**src/rtl/tbmc_defines.vh**
```
/*
 * Constants for the temperature and battery monitor controller: register
 * byte addresses, bit positions, reset values and timing counts.
 * Assumes a 10 MHz clock and byte-wide register access.
 */
`ifndef TBMC_DEFINES_VH
`define TBMC_DEFINES_VH

// ----------------------------------------------------------------------
// Register byte addresses
// ----------------------------------------------------------------------
`define TBMC_ADDR_OSC_TEST 16'h2500
`define TBMC_ADDR_LOAD 16'h2704
`define TBMC_ADDR_TEMP_HI 16'h2881
`define TBMC_ADDR_TEMP_LO 16'h2882
`define TBMC_ADDR_BATT 16'h2885
`define TBMC_ADDR_CFG 16'h28a0
`define TBMC_ADDR_TRIG 16'h28b4

// ----------------------------------------------------------------------
// Field positions
// ----------------------------------------------------------------------
`define TBMC_BIT_LOAD 3
`define TBMC_BIT_BSEL 7
`define TBMC_BIT_PWR 6
`define TBMC_BIT_BMEAS 4
`define TBMC_BIT_PEND 3
`define TBMC_BIT_TRIG 6

// ----------------------------------------------------------------------
// Reset values and encodings
// ----------------------------------------------------------------------
`define TBMC_CFG_RST 8'h00
`define TBMC_PER_MANUAL 3'h0
`define TBMC_PER_CONT 3'h7
`define TBMC_MODE_MISSION 2'h0
`define TBMC_MODE_BROWNOUT 2'h1
`define TBMC_MODE_DISPLAY 2'h2
`define TBMC_MODE_SLEEP 2'h3

// ----------------------------------------------------------------------
// Timing: clock 10 MHz, commit time 6 ms, period unit 1 s
// ----------------------------------------------------------------------
`define TBMC_CLK_HZ 10000000
`define TBMC_COMMIT_MS 6
`define TBMC_COMMIT_CYC ((`TBMC_CLK_HZ / 1000) * `TBMC_COMMIT_MS)
`define TBMC_SEC_CYC (`TBMC_CLK_HZ)

`endif

```
**src/rtl/tbmc_ctrl.v**
```verilog
/*
 * Temperature and battery monitor controller: configuration registers,
 * measurement sequencer, supply and battery routing, result readback.
 * Assumes a byte-wide register port, the power mode on a 2-bit input,
 * and an analog converter with a start/done handshake.
 */
// Summary of operation
// - Manual trigger starts one measurement only when period field is zero.
// - Manual trigger is held, not run, in sleep and display-only modes; it runs once they are left.
// - Supply select 1 digital, 0 RTC battery; sleep/display force battery.
// - Battery select: 1 main battery, 0 RTC battery.
// - Oscillator test field must be 00; nonzero runs oscillator continuously.
// - Result read as high byte plus three low bits at top of next byte.
// - Battery result is a read-only byte at its own address.
// - With battery enable set, each temperature run also measures battery.
// - Load bit applies 100 uA load to selected battery in mission mode.
// - Battery load never applied in brownout, display-only or sleep.
// - Period 0 manual, 1-6 every 2^(3+n) s, 7 continuous, any mode.
// - Writes to config byte raise pending flag and are blocked up to 6 ms.
// - Sleep/display wake sensor at period rate only; mission/brownout also on command.
`include "tbmc_defines.vh"
`default_nettype none

module tbmc_ctrl #(
	parameter [31:0] COMMIT_CYC = `TBMC_COMMIT_CYC,
	parameter [31:0] SEC_CYC = `TBMC_SEC_CYC
) (
	// Clock and reset
	input wire clock,
	input wire nrst,
	// Register port
	input wire [15:0] reg_addr,
	input wire reg_wr,
	input wire reg_rd,
	input wire [7:0] reg_wdata,
	output wire [7:0] reg_rdata,
	// Power mode
	input wire [1:0] power_mode,
	// Analog converter
	output reg conv_start,
	output reg conv_battery,
	input wire conv_done,
	input wire [10:0] conv_temp,
	input wire [7:0] conv_batt,
	// Analog controls
	output reg sensor_supply_digital,
	output reg battery_select_main,
	output reg battery_load_on,
	output reg osc_free_run,
	output reg [1:0] osc_test_mode
);

localparam ST_IDLE = 2'h0;
localparam ST_TEMP = 2'h1;
localparam ST_BATT = 2'h2;

reg [7:0] cfg_r;
reg [1:0] osc_test_r;
reg load_r;
reg trig_r;
reg pend_r;
reg [31:0] commit_cnt_r;
reg [31:0] tick_cnt_r;
reg [9:0] sec_cnt_r;
reg [1:0] state_r;
reg [1:0] state_nxt;
reg manual_r;
reg [1:0] rsel_r;
reg [7:0] rdata_r;
wire [7:0] store_rdata;
wire [2:0] period;
wire low_power;
wire mission;
wire period_due;
wire manual_go;
wire auto_go;
wire wr_cfg;

// ----------------------------------------------------------------------
// Helpers
// ----------------------------------------------------------------------
function hit;
	input [15:0] a;
	input [15:0] b;
	begin
		hit = (a == b);
	end
endfunction

// Seconds between automatic runs: 2^(3+n)
function [9:0] per_secs;
	input [2:0] p;
	begin
		per_secs = 10'h001 << (3 + p);
	end
endfunction

assign period = cfg_r[2:0];
assign low_power = (power_mode == `TBMC_MODE_SLEEP) ||
	(power_mode == `TBMC_MODE_DISPLAY);
assign mission = (power_mode == `TBMC_MODE_MISSION);
assign wr_cfg = reg_wr && hit(reg_addr, `TBMC_ADDR_CFG);

// ----------------------------------------------------------------------
// Registers
// ----------------------------------------------------------------------
always @(posedge clock or negedge nrst)
begin
	if (!nrst)
	begin
		cfg_r <= `TBMC_CFG_RST;
		osc_test_r <= 2'h0;
		load_r <= 1'b0;
		pend_r <= 1'b0;
		commit_cnt_r <= 32'h0;
	end
	else
	begin
		// A second write while committing is dropped, not queued
		if (wr_cfg && !pend_r)
		begin
			cfg_r <= {reg_wdata[7:4], 1'b0, reg_wdata[2:0]};
			pend_r <= 1'b1;
			commit_cnt_r <= COMMIT_CYC - 32'h1;
		end
		else if (pend_r)
		begin
			if (commit_cnt_r == 32'h0)
				pend_r <= 1'b0;
			else
				commit_cnt_r <= commit_cnt_r - 32'h1;
		end
		if (reg_wr && hit(reg_addr, `TBMC_ADDR_OSC_TEST))
			osc_test_r <= reg_wdata[1:0];
		if (reg_wr && hit(reg_addr, `TBMC_ADDR_LOAD))
			load_r <= reg_wdata[`TBMC_BIT_LOAD];
	end
end

// ----------------------------------------------------------------------
// Period timer
// ----------------------------------------------------------------------
assign period_due = (period != `TBMC_PER_MANUAL) &&
	(period != `TBMC_PER_CONT) && (sec_cnt_r >= per_secs(period) - 10'h1) &&
	(tick_cnt_r == SEC_CYC - 32'h1);

always @(posedge clock or negedge nrst)
begin
	if (!nrst)
	begin
		tick_cnt_r <= 32'h0;
		sec_cnt_r <= 10'h000;
	end
	else if (period == `TBMC_PER_MANUAL || period == `TBMC_PER_CONT)
	begin
		tick_cnt_r <= 32'h0;
		sec_cnt_r <= 10'h000;
	end
	else if (tick_cnt_r == SEC_CYC - 32'h1)
	begin
		tick_cnt_r <= 32'h0;
		sec_cnt_r <= period_due ? 10'h000 : sec_cnt_r + 10'h001;
	end
	else
		tick_cnt_r <= tick_cnt_r + 32'h1;
end

// ----------------------------------------------------------------------
// Measurement sequencer
// ----------------------------------------------------------------------
// Automatic runs in every mode; manual only at period 0 outside sleep/display
assign auto_go = period_due || (period == `TBMC_PER_CONT);
assign manual_go = trig_r && !manual_r && (period == `TBMC_PER_MANUAL) &&
	!low_power;

always @*
begin
	state_nxt = state_r;
	case (state_r)
		ST_IDLE:
			if (manual_go || auto_go)
				state_nxt = ST_TEMP;
		ST_TEMP:
			if (conv_done)
				state_nxt = cfg_r[`TBMC_BIT_BMEAS] ? ST_BATT : ST_IDLE;
		ST_BATT:
			if (conv_done)
				state_nxt = ST_IDLE;
		default:
			state_nxt = ST_IDLE;
	endcase
end

always @(posedge clock or negedge nrst)
begin
	if (!nrst)
	begin
		state_r <= ST_IDLE;
		trig_r <= 1'b0;
		manual_r <= 1'b0;
		conv_start <= 1'b0;
		conv_battery <= 1'b0;
	end
	else
	begin
		state_r <= state_nxt;
		conv_start <= 1'b0;
		if (state_r == ST_IDLE && state_nxt == ST_TEMP)
		begin
			manual_r <= manual_go;
			conv_start <= 1'b1;
			conv_battery <= 1'b0;
		end
		if (state_r == ST_TEMP && state_nxt == ST_BATT)
		begin
			conv_start <= 1'b1;
			conv_battery <= 1'b1;
		end
		// Completion of a manual run clears the trigger; a new write in that cycle wins
		if (reg_wr && hit(reg_addr, `TBMC_ADDR_TRIG))
			trig_r <= reg_wdata[`TBMC_BIT_TRIG];
		else if (manual_r && state_r != ST_IDLE && state_nxt == ST_IDLE)
			trig_r <= 1'b0;
		if (state_r != ST_IDLE && state_nxt == ST_IDLE)
			manual_r <= 1'b0;
	end
end

// ----------------------------------------------------------------------
// Analog controls
// ----------------------------------------------------------------------
always @(posedge clock or negedge nrst)
begin
	if (!nrst)
	begin
		sensor_supply_digital <= 1'b0;
		battery_select_main <= 1'b0;
		battery_load_on <= 1'b0;
		osc_free_run <= 1'b0;
		osc_test_mode <= 2'h0;
	end
	else
	begin
		sensor_supply_digital <= cfg_r[`TBMC_BIT_PWR] && !low_power;
		battery_select_main <= cfg_r[`TBMC_BIT_BSEL];
		battery_load_on <= load_r && mission;
		osc_free_run <= (osc_test_r != 2'h0);
		osc_test_mode <= osc_test_r;
	end
end

// ----------------------------------------------------------------------
// Readback
// ----------------------------------------------------------------------
tbmc_result_store u_store (
	.clock(clock),
	.nrst(nrst),
	.wr_temp(state_r == ST_TEMP && conv_done),
	.temp_in(conv_temp),
	.wr_batt(state_r == ST_BATT && conv_done),
	.batt_in(conv_batt),
	.rd_sel(hit(reg_addr, `TBMC_ADDR_TEMP_HI) ? 2'h0 :
		hit(reg_addr, `TBMC_ADDR_TEMP_LO) ? 2'h1 :
		hit(reg_addr, `TBMC_ADDR_BATT) ? 2'h2 : 2'h3),
	.rd_data(store_rdata)
);

always @(posedge clock or negedge nrst)
begin
	if (!nrst)
	begin
		rsel_r <= 2'h0;
		rdata_r <= 8'h00;
	end
	else
	begin
		rsel_r <= 2'h0;
		rdata_r <= 8'h00;
		if (reg_rd)
		begin
			if (hit(reg_addr, `TBMC_ADDR_CFG))
				rdata_r <= {cfg_r[7:4], pend_r, cfg_r[2:0]};
			else if (hit(reg_addr, `TBMC_ADDR_OSC_TEST))
				rdata_r <= {6'h00, osc_test_r};
			else if (hit(reg_addr, `TBMC_ADDR_LOAD))
				rdata_r <= {4'h0, load_r, 3'h0};
			else if (hit(reg_addr, `TBMC_ADDR_TRIG))
				rdata_r <= {1'b0, trig_r, 6'h00};
			else if (hit(reg_addr, `TBMC_ADDR_TEMP_HI) ||
				hit(reg_addr, `TBMC_ADDR_TEMP_LO) ||
				hit(reg_addr, `TBMC_ADDR_BATT))
				rsel_r <= 2'h1;
		end
	end
end

assign reg_rdata = (rsel_r == 2'h1) ? store_rdata : rdata_r;

endmodule

`default_nettype wire

```
**src/rtl/tbmc_result_store.v**
```verilog
/*
 * Result store: holds the 11-bit temperature and 8-bit battery results.
 * Read data come from a register one cycle after the address.
 * Assumes one writer, the measurement sequencer of the controller.
 */
`default_nettype none

module tbmc_result_store (
	// Clock and reset
	input wire clock,
	input wire nrst,
	// Write side
	input wire wr_temp,
	input wire [10:0] temp_in,
	input wire wr_batt,
	input wire [7:0] batt_in,
	// Read side
	input wire [1:0] rd_sel,
	output reg [7:0] rd_data
);

reg [10:0] temp_r;
reg [7:0] batt_r;

always @(posedge clock or negedge nrst)
begin
	if (!nrst)
	begin
		temp_r <= 11'h000;
		batt_r <= 8'h00;
		rd_data <= 8'h00;
	end
	else
	begin
		if (wr_temp)
			temp_r <= temp_in;
		if (wr_batt)
			batt_r <= batt_in;
		// Upper byte, then low bits left-justified so a word read is x32
		case (rd_sel)
			2'h0: rd_data <= temp_r[10:3];
			2'h1: rd_data <= {temp_r[2:0], 5'h00};
			2'h2: rd_data <= batt_r;
			default: rd_data <= 8'h00;
		endcase
	end
end

endmodule

`default_nettype wire

```
**config.mk**
```make
export PLATFORM = sky130hd
export DESIGN_NAME = tbmc_ctrl
export DESIGN_NICKNAME = d
export VERILOG_FILES = /design/src/rtl/tbmc_ctrl.v /design/src/rtl/tbmc_result_store.v
export VERILOG_INCLUDE_DIRS = /design/src /design/src/rtl
export SDC_FILE = /design/constraint.sdc
export NUM_CORES = 1
export LEC_CHECK = 0
export BUFFER_PORTS_ARGS = -buffer_cell sky130_fd_sc_hd__buf_4
export CAP_MARGIN = 15
export CORE_ASPECT_RATIO = 1.75
export CORE_MARGIN = 2
export CORE_UTILIZATION = 54
export DETAILED_ROUTE_END_ITERATION = 10
export PLACE_DENSITY = 0.74
export SLEW_MARGIN = 0
export SYNTH_ARGS = -nofsm -noshare
export SYNTH_HDL_FRONTEND = slang
export SYNTH_SLANG_ARGS = --single-unit
```
**constraint.sdc**
```tcl
create_clock -name clock -period 3.6 [get_ports clock]
set_input_delay 0.72 -clock clock [delete_from_list [all_inputs] [get_ports clock]]
set_output_delay 0.72 -clock clock [all_outputs]
set_load 0.01 [all_outputs]
```
==> impl_metrics.ini, run 1 <==
[status]
run_status = completed

[route]
drtAntennaViolNets = 0
wl_per_cell_um = 17.3
routed_via_density = 5.96
routed_wl_mm = 15.9
via_count = 5507
drc_errors = 0
drt_iter0_drc = 177
drt_first_pass_iters = 5

[placed_design]
dp_cells = 892
place_area_um2 = 7570
port_buffers = 65
dp_hpwl_mm = 11.6
place.gp.congestion = 0.871
place_ws_ns = 0.439

[clocking]
cts_buffers = 17
clock_sinks = 133
clock_path_buffers = 2
cts_root_buf = clkbuf_16
cts_tree = built
insertion_delay_ns = 0.42
postCtsSetupBuffers = 0
clk_pin_slew_worst_paths_ns = 0.06
ctsResizeCount = 0
h-tree-depth = 4
cts_hold_buf = 0

[timing]
hold_viol_final = 0
fmax_mhz = 315
slew_headroom = 0.434
setup_tns_ns = 0
setup_violations = 0
post-route-period-util = 0.882
fin_worst_skew_ns = 0.00761
drv_slew = 0
tightest_slew_ns = 0.849
worst_slack_ns = 0.425
period_needed_ns = 3.18
rsz0062_at_grt = no
hold_slack_ns = 0.471

[floorplan]
die_x_um = 89.2
io_pins = 66
fp.dieH_um = 153
start_util = 0.552
row_count = 54
dieArea_um2 = 13700
core-area_um2 = 12400

[synth]
syn-instance-count = 669
synthDistinctLibCells = 61
synth_top_area_share = 0.485
synth_seq_cells = 133
synth-edff-count = 0
yosys-top-cells-count = dfrtp_1 (133), nand2_1 (52), nor2_1 (52)
syn_avg_cell_area_um2 = 10.3
synth_area_leader_cell = dfrtp_1
synthFlopType = dfrtp_1
synth_area_leaders = dfrtp_1 (48%), mux2_2 (6.1%), nand2_1 (2.8%), nor2_1 (2.8%), xnor2_1 (2.8%)
yosysMostFrequentCell = dfrtp_1
syn_nets = 734
netlist_area_um2 = 6870
async_flop_share = 1.00
ys_seq_area_frac = 0.485
yosys_warnings = 0

[layout]
syn_to_final_growth_pct = 19.0
regArea_um2 = 3330
drive_gt1_frac = 0.225
nets = 808
utilization = 0.657
multiInputGateArea_um2 = 3400
fin_area_um2 = 8170
diodes = 0
fin_cells = 924
fillers = 1058

[critical_path]
endpoint_kind = flip-flop
crit_fanout = 7
critPathLaunchType = flip-flop
arrival_ns = 3.48
critPathRequiredTime_ns = 3.90
worstSetupPathType = flip-flop to flip-flop

[worst_hold_path]
hp-class = input port to flip-flop

[power_and_ir_drop]
p_per_area_nw_per_um2 = 417
ir_drop_mv = 0.335
p_total_mw = 3.41
p_leak_nw = 3.33

[global_route]
grt_pass1_wl_mm = 26.6
grt_usage = 0.248
antenna_found_initial = 0
grt_max_degree = 68
grt_pass1_vias = 5627
gr-total-overflow = 0

[run]
drv_cap = 0
==> state kept, by name, indices dropped and copies added, names as in the netlist, 2 cells and up <==
name	cells
tick_cnt_r	32
osc_test_r	2
u_store.rd_data	8
rdata_r	8
state_r	2
u_store.temp_r	11
osc_test_mode	2
cfg_r	7
sec_cnt_r	10
commit_cnt_r	32
u_store.batt_r	8
==> placed cells by master, fill, tap and decap left out, types with 10 or more instances in the layout <==
cell and count:
a21oi_1 17, dfrtp_1 133, xnor2_1 22, nand4_1 18, nor3_1 35, or3_1 17
inv_1 16, mux2_2 37, ha_1 15, nor2_1 52, xor2_1 15, mux2i_1 11
o21ai_0 15, buf_4 77, o211ai_1 10, nand3_1 35, and3_1 11, nor4_1 15
nand2_1 52, clkbuf_16 17, o31ai_1 12
==> layer usage <==
layer / share of wire / routed length [um] / track usage / up-vias
met4: 0.023 / 370 / 0.102 / 0
met5: 0 / 0 / 0 / -
met1: 0.39 / 6210 / 0.280 / 2744
met3: 0.032 / 504 / 0.0486 / 26
met2: 0.56 / 8860 / 0.442 / 121
li1: - / - / - / 2616
==> logic make-up after synthesis <==
group                    share of synthesized area
AND/OR/NAND/NOR                              0.242
XOR/XNOR                                    0.0472
buffers and inverters                       0.0213
adder cells (fa/ha/maj)                     0.0273
multiplexers                                0.0767
flip-flops                                   0.485
AO/OA/AOI/OAI                                0.101
==> critical path, cell delays in order (launching register included) <==
cell      delay (ns)
dfrtp_1         0.37
nor2_1          0.20
ha_1            0.35
nor2_1          0.15
nand3b_1        0.12
ha_1            0.24
nor3b_1         0.19
a32oi_1         0.13
ha_1            0.29
nand4_1         0.09
nor2_1          0.15
a211oi_1        0.11
a211o_1         0.33
a221o_1         0.34
==> final cells by class <==
type | instances | share of cell area
multi-input combinational | 498 | 0.416
sequential | 133 | 0.408
timing repair buffer | 77 | 0.0708
clock buffer | 17 | 0.0521
tap | 168 | 0.0257
clock inverter | 15 | 0.0207
inverter | 16 | 0.00735
==> power breakdown <==
part	total, mW	switching [mW]	leakage, nW	internal, mW
sequential	1.54	0.0169	1.74	1.53
clock	1.74	0.700	0.284	1.04
combinational	0.125	0.0599	1.30	0.0648
total	3.41	0.777	3.33	2.63
==> worst paths after layout <==
kind                                           start                           end  slack (ns)  cells past startpoint
min reg2reg                osc_test_r[1]$_DFFE_PN0P_    osc_test_mode[1]$_DFF_PN0_        0.48                      0
max in group asynchronous                       nrst  commit_cnt_r[27]$_DFFE_PN0P_        2.54                      2
min                                    power_mode[0]     battery_load_on$_DFF_PN0_        0.47                      2
min in group asynchronous                       nrst       tick_cnt_r[2]$_DFF_PN0_        0.48                      2
max reg2reg                     cfg_r[1]$_DFFE_PN0P_          manual_r$_DFFE_PN0P_        0.42                     13
max                             cfg_r[1]$_DFFE_PN0P_          manual_r$_DFFE_PN0P_        0.42                     13
Power figures use the tool's default switching activity.
==> run 2, diff against run 1 <==
- RECOVER_POWER: not set -> 100
==> run 2 against run 1 <==
Net effect: the flow now finishes with violations (max-capacitance violations, max-slew violations); flip-flop and latch count did not move; critical path depth did not move; worst setup slack improved by 0.011 ns; die area did not move; first-iteration DRC count rose by 1.1%; critical endpoint unchanged.
==> impl_metrics.ini, run 2 (synthesis results as in run 1) <==
[floorplan]
fp.dieH_um = 153
io_pins = 66
die_x_um = 89.2
start_util = 0.552
dieArea_um2 = 13700
core-area_um2 = 12400
row_count = 54

[power_and_ir_drop]
p_total_mw = 3.40
p_per_area_nw_per_um2 = 422
ir_drop_mv = 0.333
p_leak_nw = 3.24

[layout]
syn_to_final_growth_pct = 17.4
reg_top3 = commit_cnt_r: 32 flops, tick_cnt_r: 32 flops, u_store.temp_r: 11 flops
multiInputGateArea_um2 = 3370
final_cell_mix = dfrtp_1 (133), buf_4 (54), nor2_1 (53), nand2_1 (52)
drive_gt1_frac = 0.192
layout_commonest_cell = dfrtp_1
fillers = 1083
diodes = 0
regArea_um2 = 3330
nets = 808

[route]
drt_iter0_drc = 179
routed_via_density = 5.91
drc_errors = 0
routed_wl_mm = 15.9
wl_per_cell_um = 17.2
drtAntennaViolNets = 0
via_count = 5458
drt_first_pass_iters = 4

[global_route]
grt_max_degree = 68
grt_pass1_vias = 5627
gr-total-overflow = 0
grt_usage = 0.248
grt_pass1_wl_mm = 26.6
antenna_found_initial = 0

[status]
violations = max-capacitance violations, max-slew violations
run_status = complete, but fails checks

[critical_path]
worstSetupPathType = flip-flop to flip-flop
max_stage_delay_ns = 0.37
slowest_stage = dfrtp_1
worstRegToRegCells = 13
crit_fanout = 7
reg2reg_to = manual_r$_DFFE_PN0P_
arrival_ns = 3.47
regToRegStartpoint = cfg_r[1]$_DFFE_PN0P_
critPathLaunchType = flip-flop
rrSetupSlack_ns = 0.44
critPathRequiredTime_ns = 3.90
path_cells = nor2_1 > ha_1 > nor2_1 > nand3b_1 > ha_1 > nor3b_1 > a32oi_1 > ha_1 > nand4_1 > nor2_1 > a211oi_1 > a211o_1 > a221o_1
endpoint_kind = flip-flop

[placed_design]
dp_hpwl_mm = 11.6
port_buffers = 65
place.gp.congestion = 0.871

[worst_hold_path]
min_to = battery_load_on$_DFF_PN0_
hp-class = input port to flip-flop
hp-start = power_mode[0]
hold_depth = 2

[clocking]
clock_path_buffers = 2
cts_buffers = 17
ctsResizeCount = 0
clock_sinks = 133
cts_hold_buf = 0
cts_root_buf = clkbuf_16
insertion_delay_ns = 0.42
postCtsSetupBuffers = 0
h-tree-depth = 4
clk_pin_slew_worst_paths_ns = 0.06
cts_tree = built

[timing]
tightest_slew_ns = 1.65
rsz0062_at_grt = no
hold_viol_final = 0
setup_tns_ns = 0
fmax_mhz = 316
hold_slack_ns = 0.469
period_needed_ns = 3.16
post-route-period-util = 0.879
fin_worst_skew_ns = 0.00712
slew_headroom = -0.0995
drv_slew = 135
setup_violations = 0

[run]
drv_cap = 2
-- run 2: per-stage QoR --
step	utilization	setup slack [ns]	area, um^2	cells
final	0.648	0.436	8060	924
after global routing	0.648	0.153	8060	924
after CTS	0.657	0.427	8170	924
after detailed placement	0.609	0.439	7570	892
after global placement	0.609	0.566	7570	892
after floorplan	-	0.0921	6870	669
-- run 2: layout make-up --
| type | count | area share |
|---|---|---|
| Multi-Input combinational cell | 498 | 0.418 |
| Sequential cell | 133 | 0.413 |
| Timing Repair Buffer | 77 | 0.0622 |
| Clock inverter | 15 | 0.0210 |
| Clock buffer | 17 | 0.0528 |
| Inverter | 16 | 0.00745 |
| Tap cell | 168 | 0.0261 |
-- run 2: critical path: cells and delay by family, from the launching register on --
kind	cells	cell delay [ns]
DFF	1	0.37
AOI/OAI and AO/OA	4	0.91
and+or+nand+nor	6	0.89
adders and majority gates	3	0.88
-- run 2: how the worst max path moves through the flow --
| stage | startpoint | endpoint | slack [ns] | depth (start not counted) |
|---|---|---|---|---|
| after global routing | cfg_r[1]$_DFFE_PN0P_ | sec_cnt_r[2]$_DFFE_PN0P_ | 0.15 | 13 |
| after floorplan | cfg_r[2]$_DFFE_PN0P_ | sec_cnt_r[2]$_DFFE_PN0P_ | 0.09 | 14 |
| final | cfg_r[1]$_DFFE_PN0P_ | manual_r$_DFFE_PN0P_ | 0.44 | 13 |
| after global placement | cfg_r[1]$_DFFE_PN0P_ | manual_r$_DFFE_PN0P_ | 0.57 | 13 |
| after CTS | cfg_r[1]$_DFFE_PN0P_ | manual_r$_DFFE_PN0P_ | 0.43 | 13 |
| after detailed placement | cfg_r[1]$_DFFE_PN0P_ | manual_r$_DFFE_PN0P_ | 0.44 | 13 |
-- run 2: power by group --
group,total (mW),switching (mW),internal (mW),leakage (nW)
registers,1.54,0.0170,1.53,1.74
clock network,1.74,0.702,1.04,0.284
logic,0.123,0.0597,0.0630,1.21
total,3.40,0.779,2.63,3.24
-- run 2: layer usage --
layer | vias to the layer above | routed length (um) | track usage
li1 | 2620 | - | -
met1 | 2698 | 6200 | 0.280
met2 | 110 | 8880 | 0.442
met3 | 30 | 463 | 0.0486
met4 | 0 | 399 | 0.102
met5 | - | 0 | 0
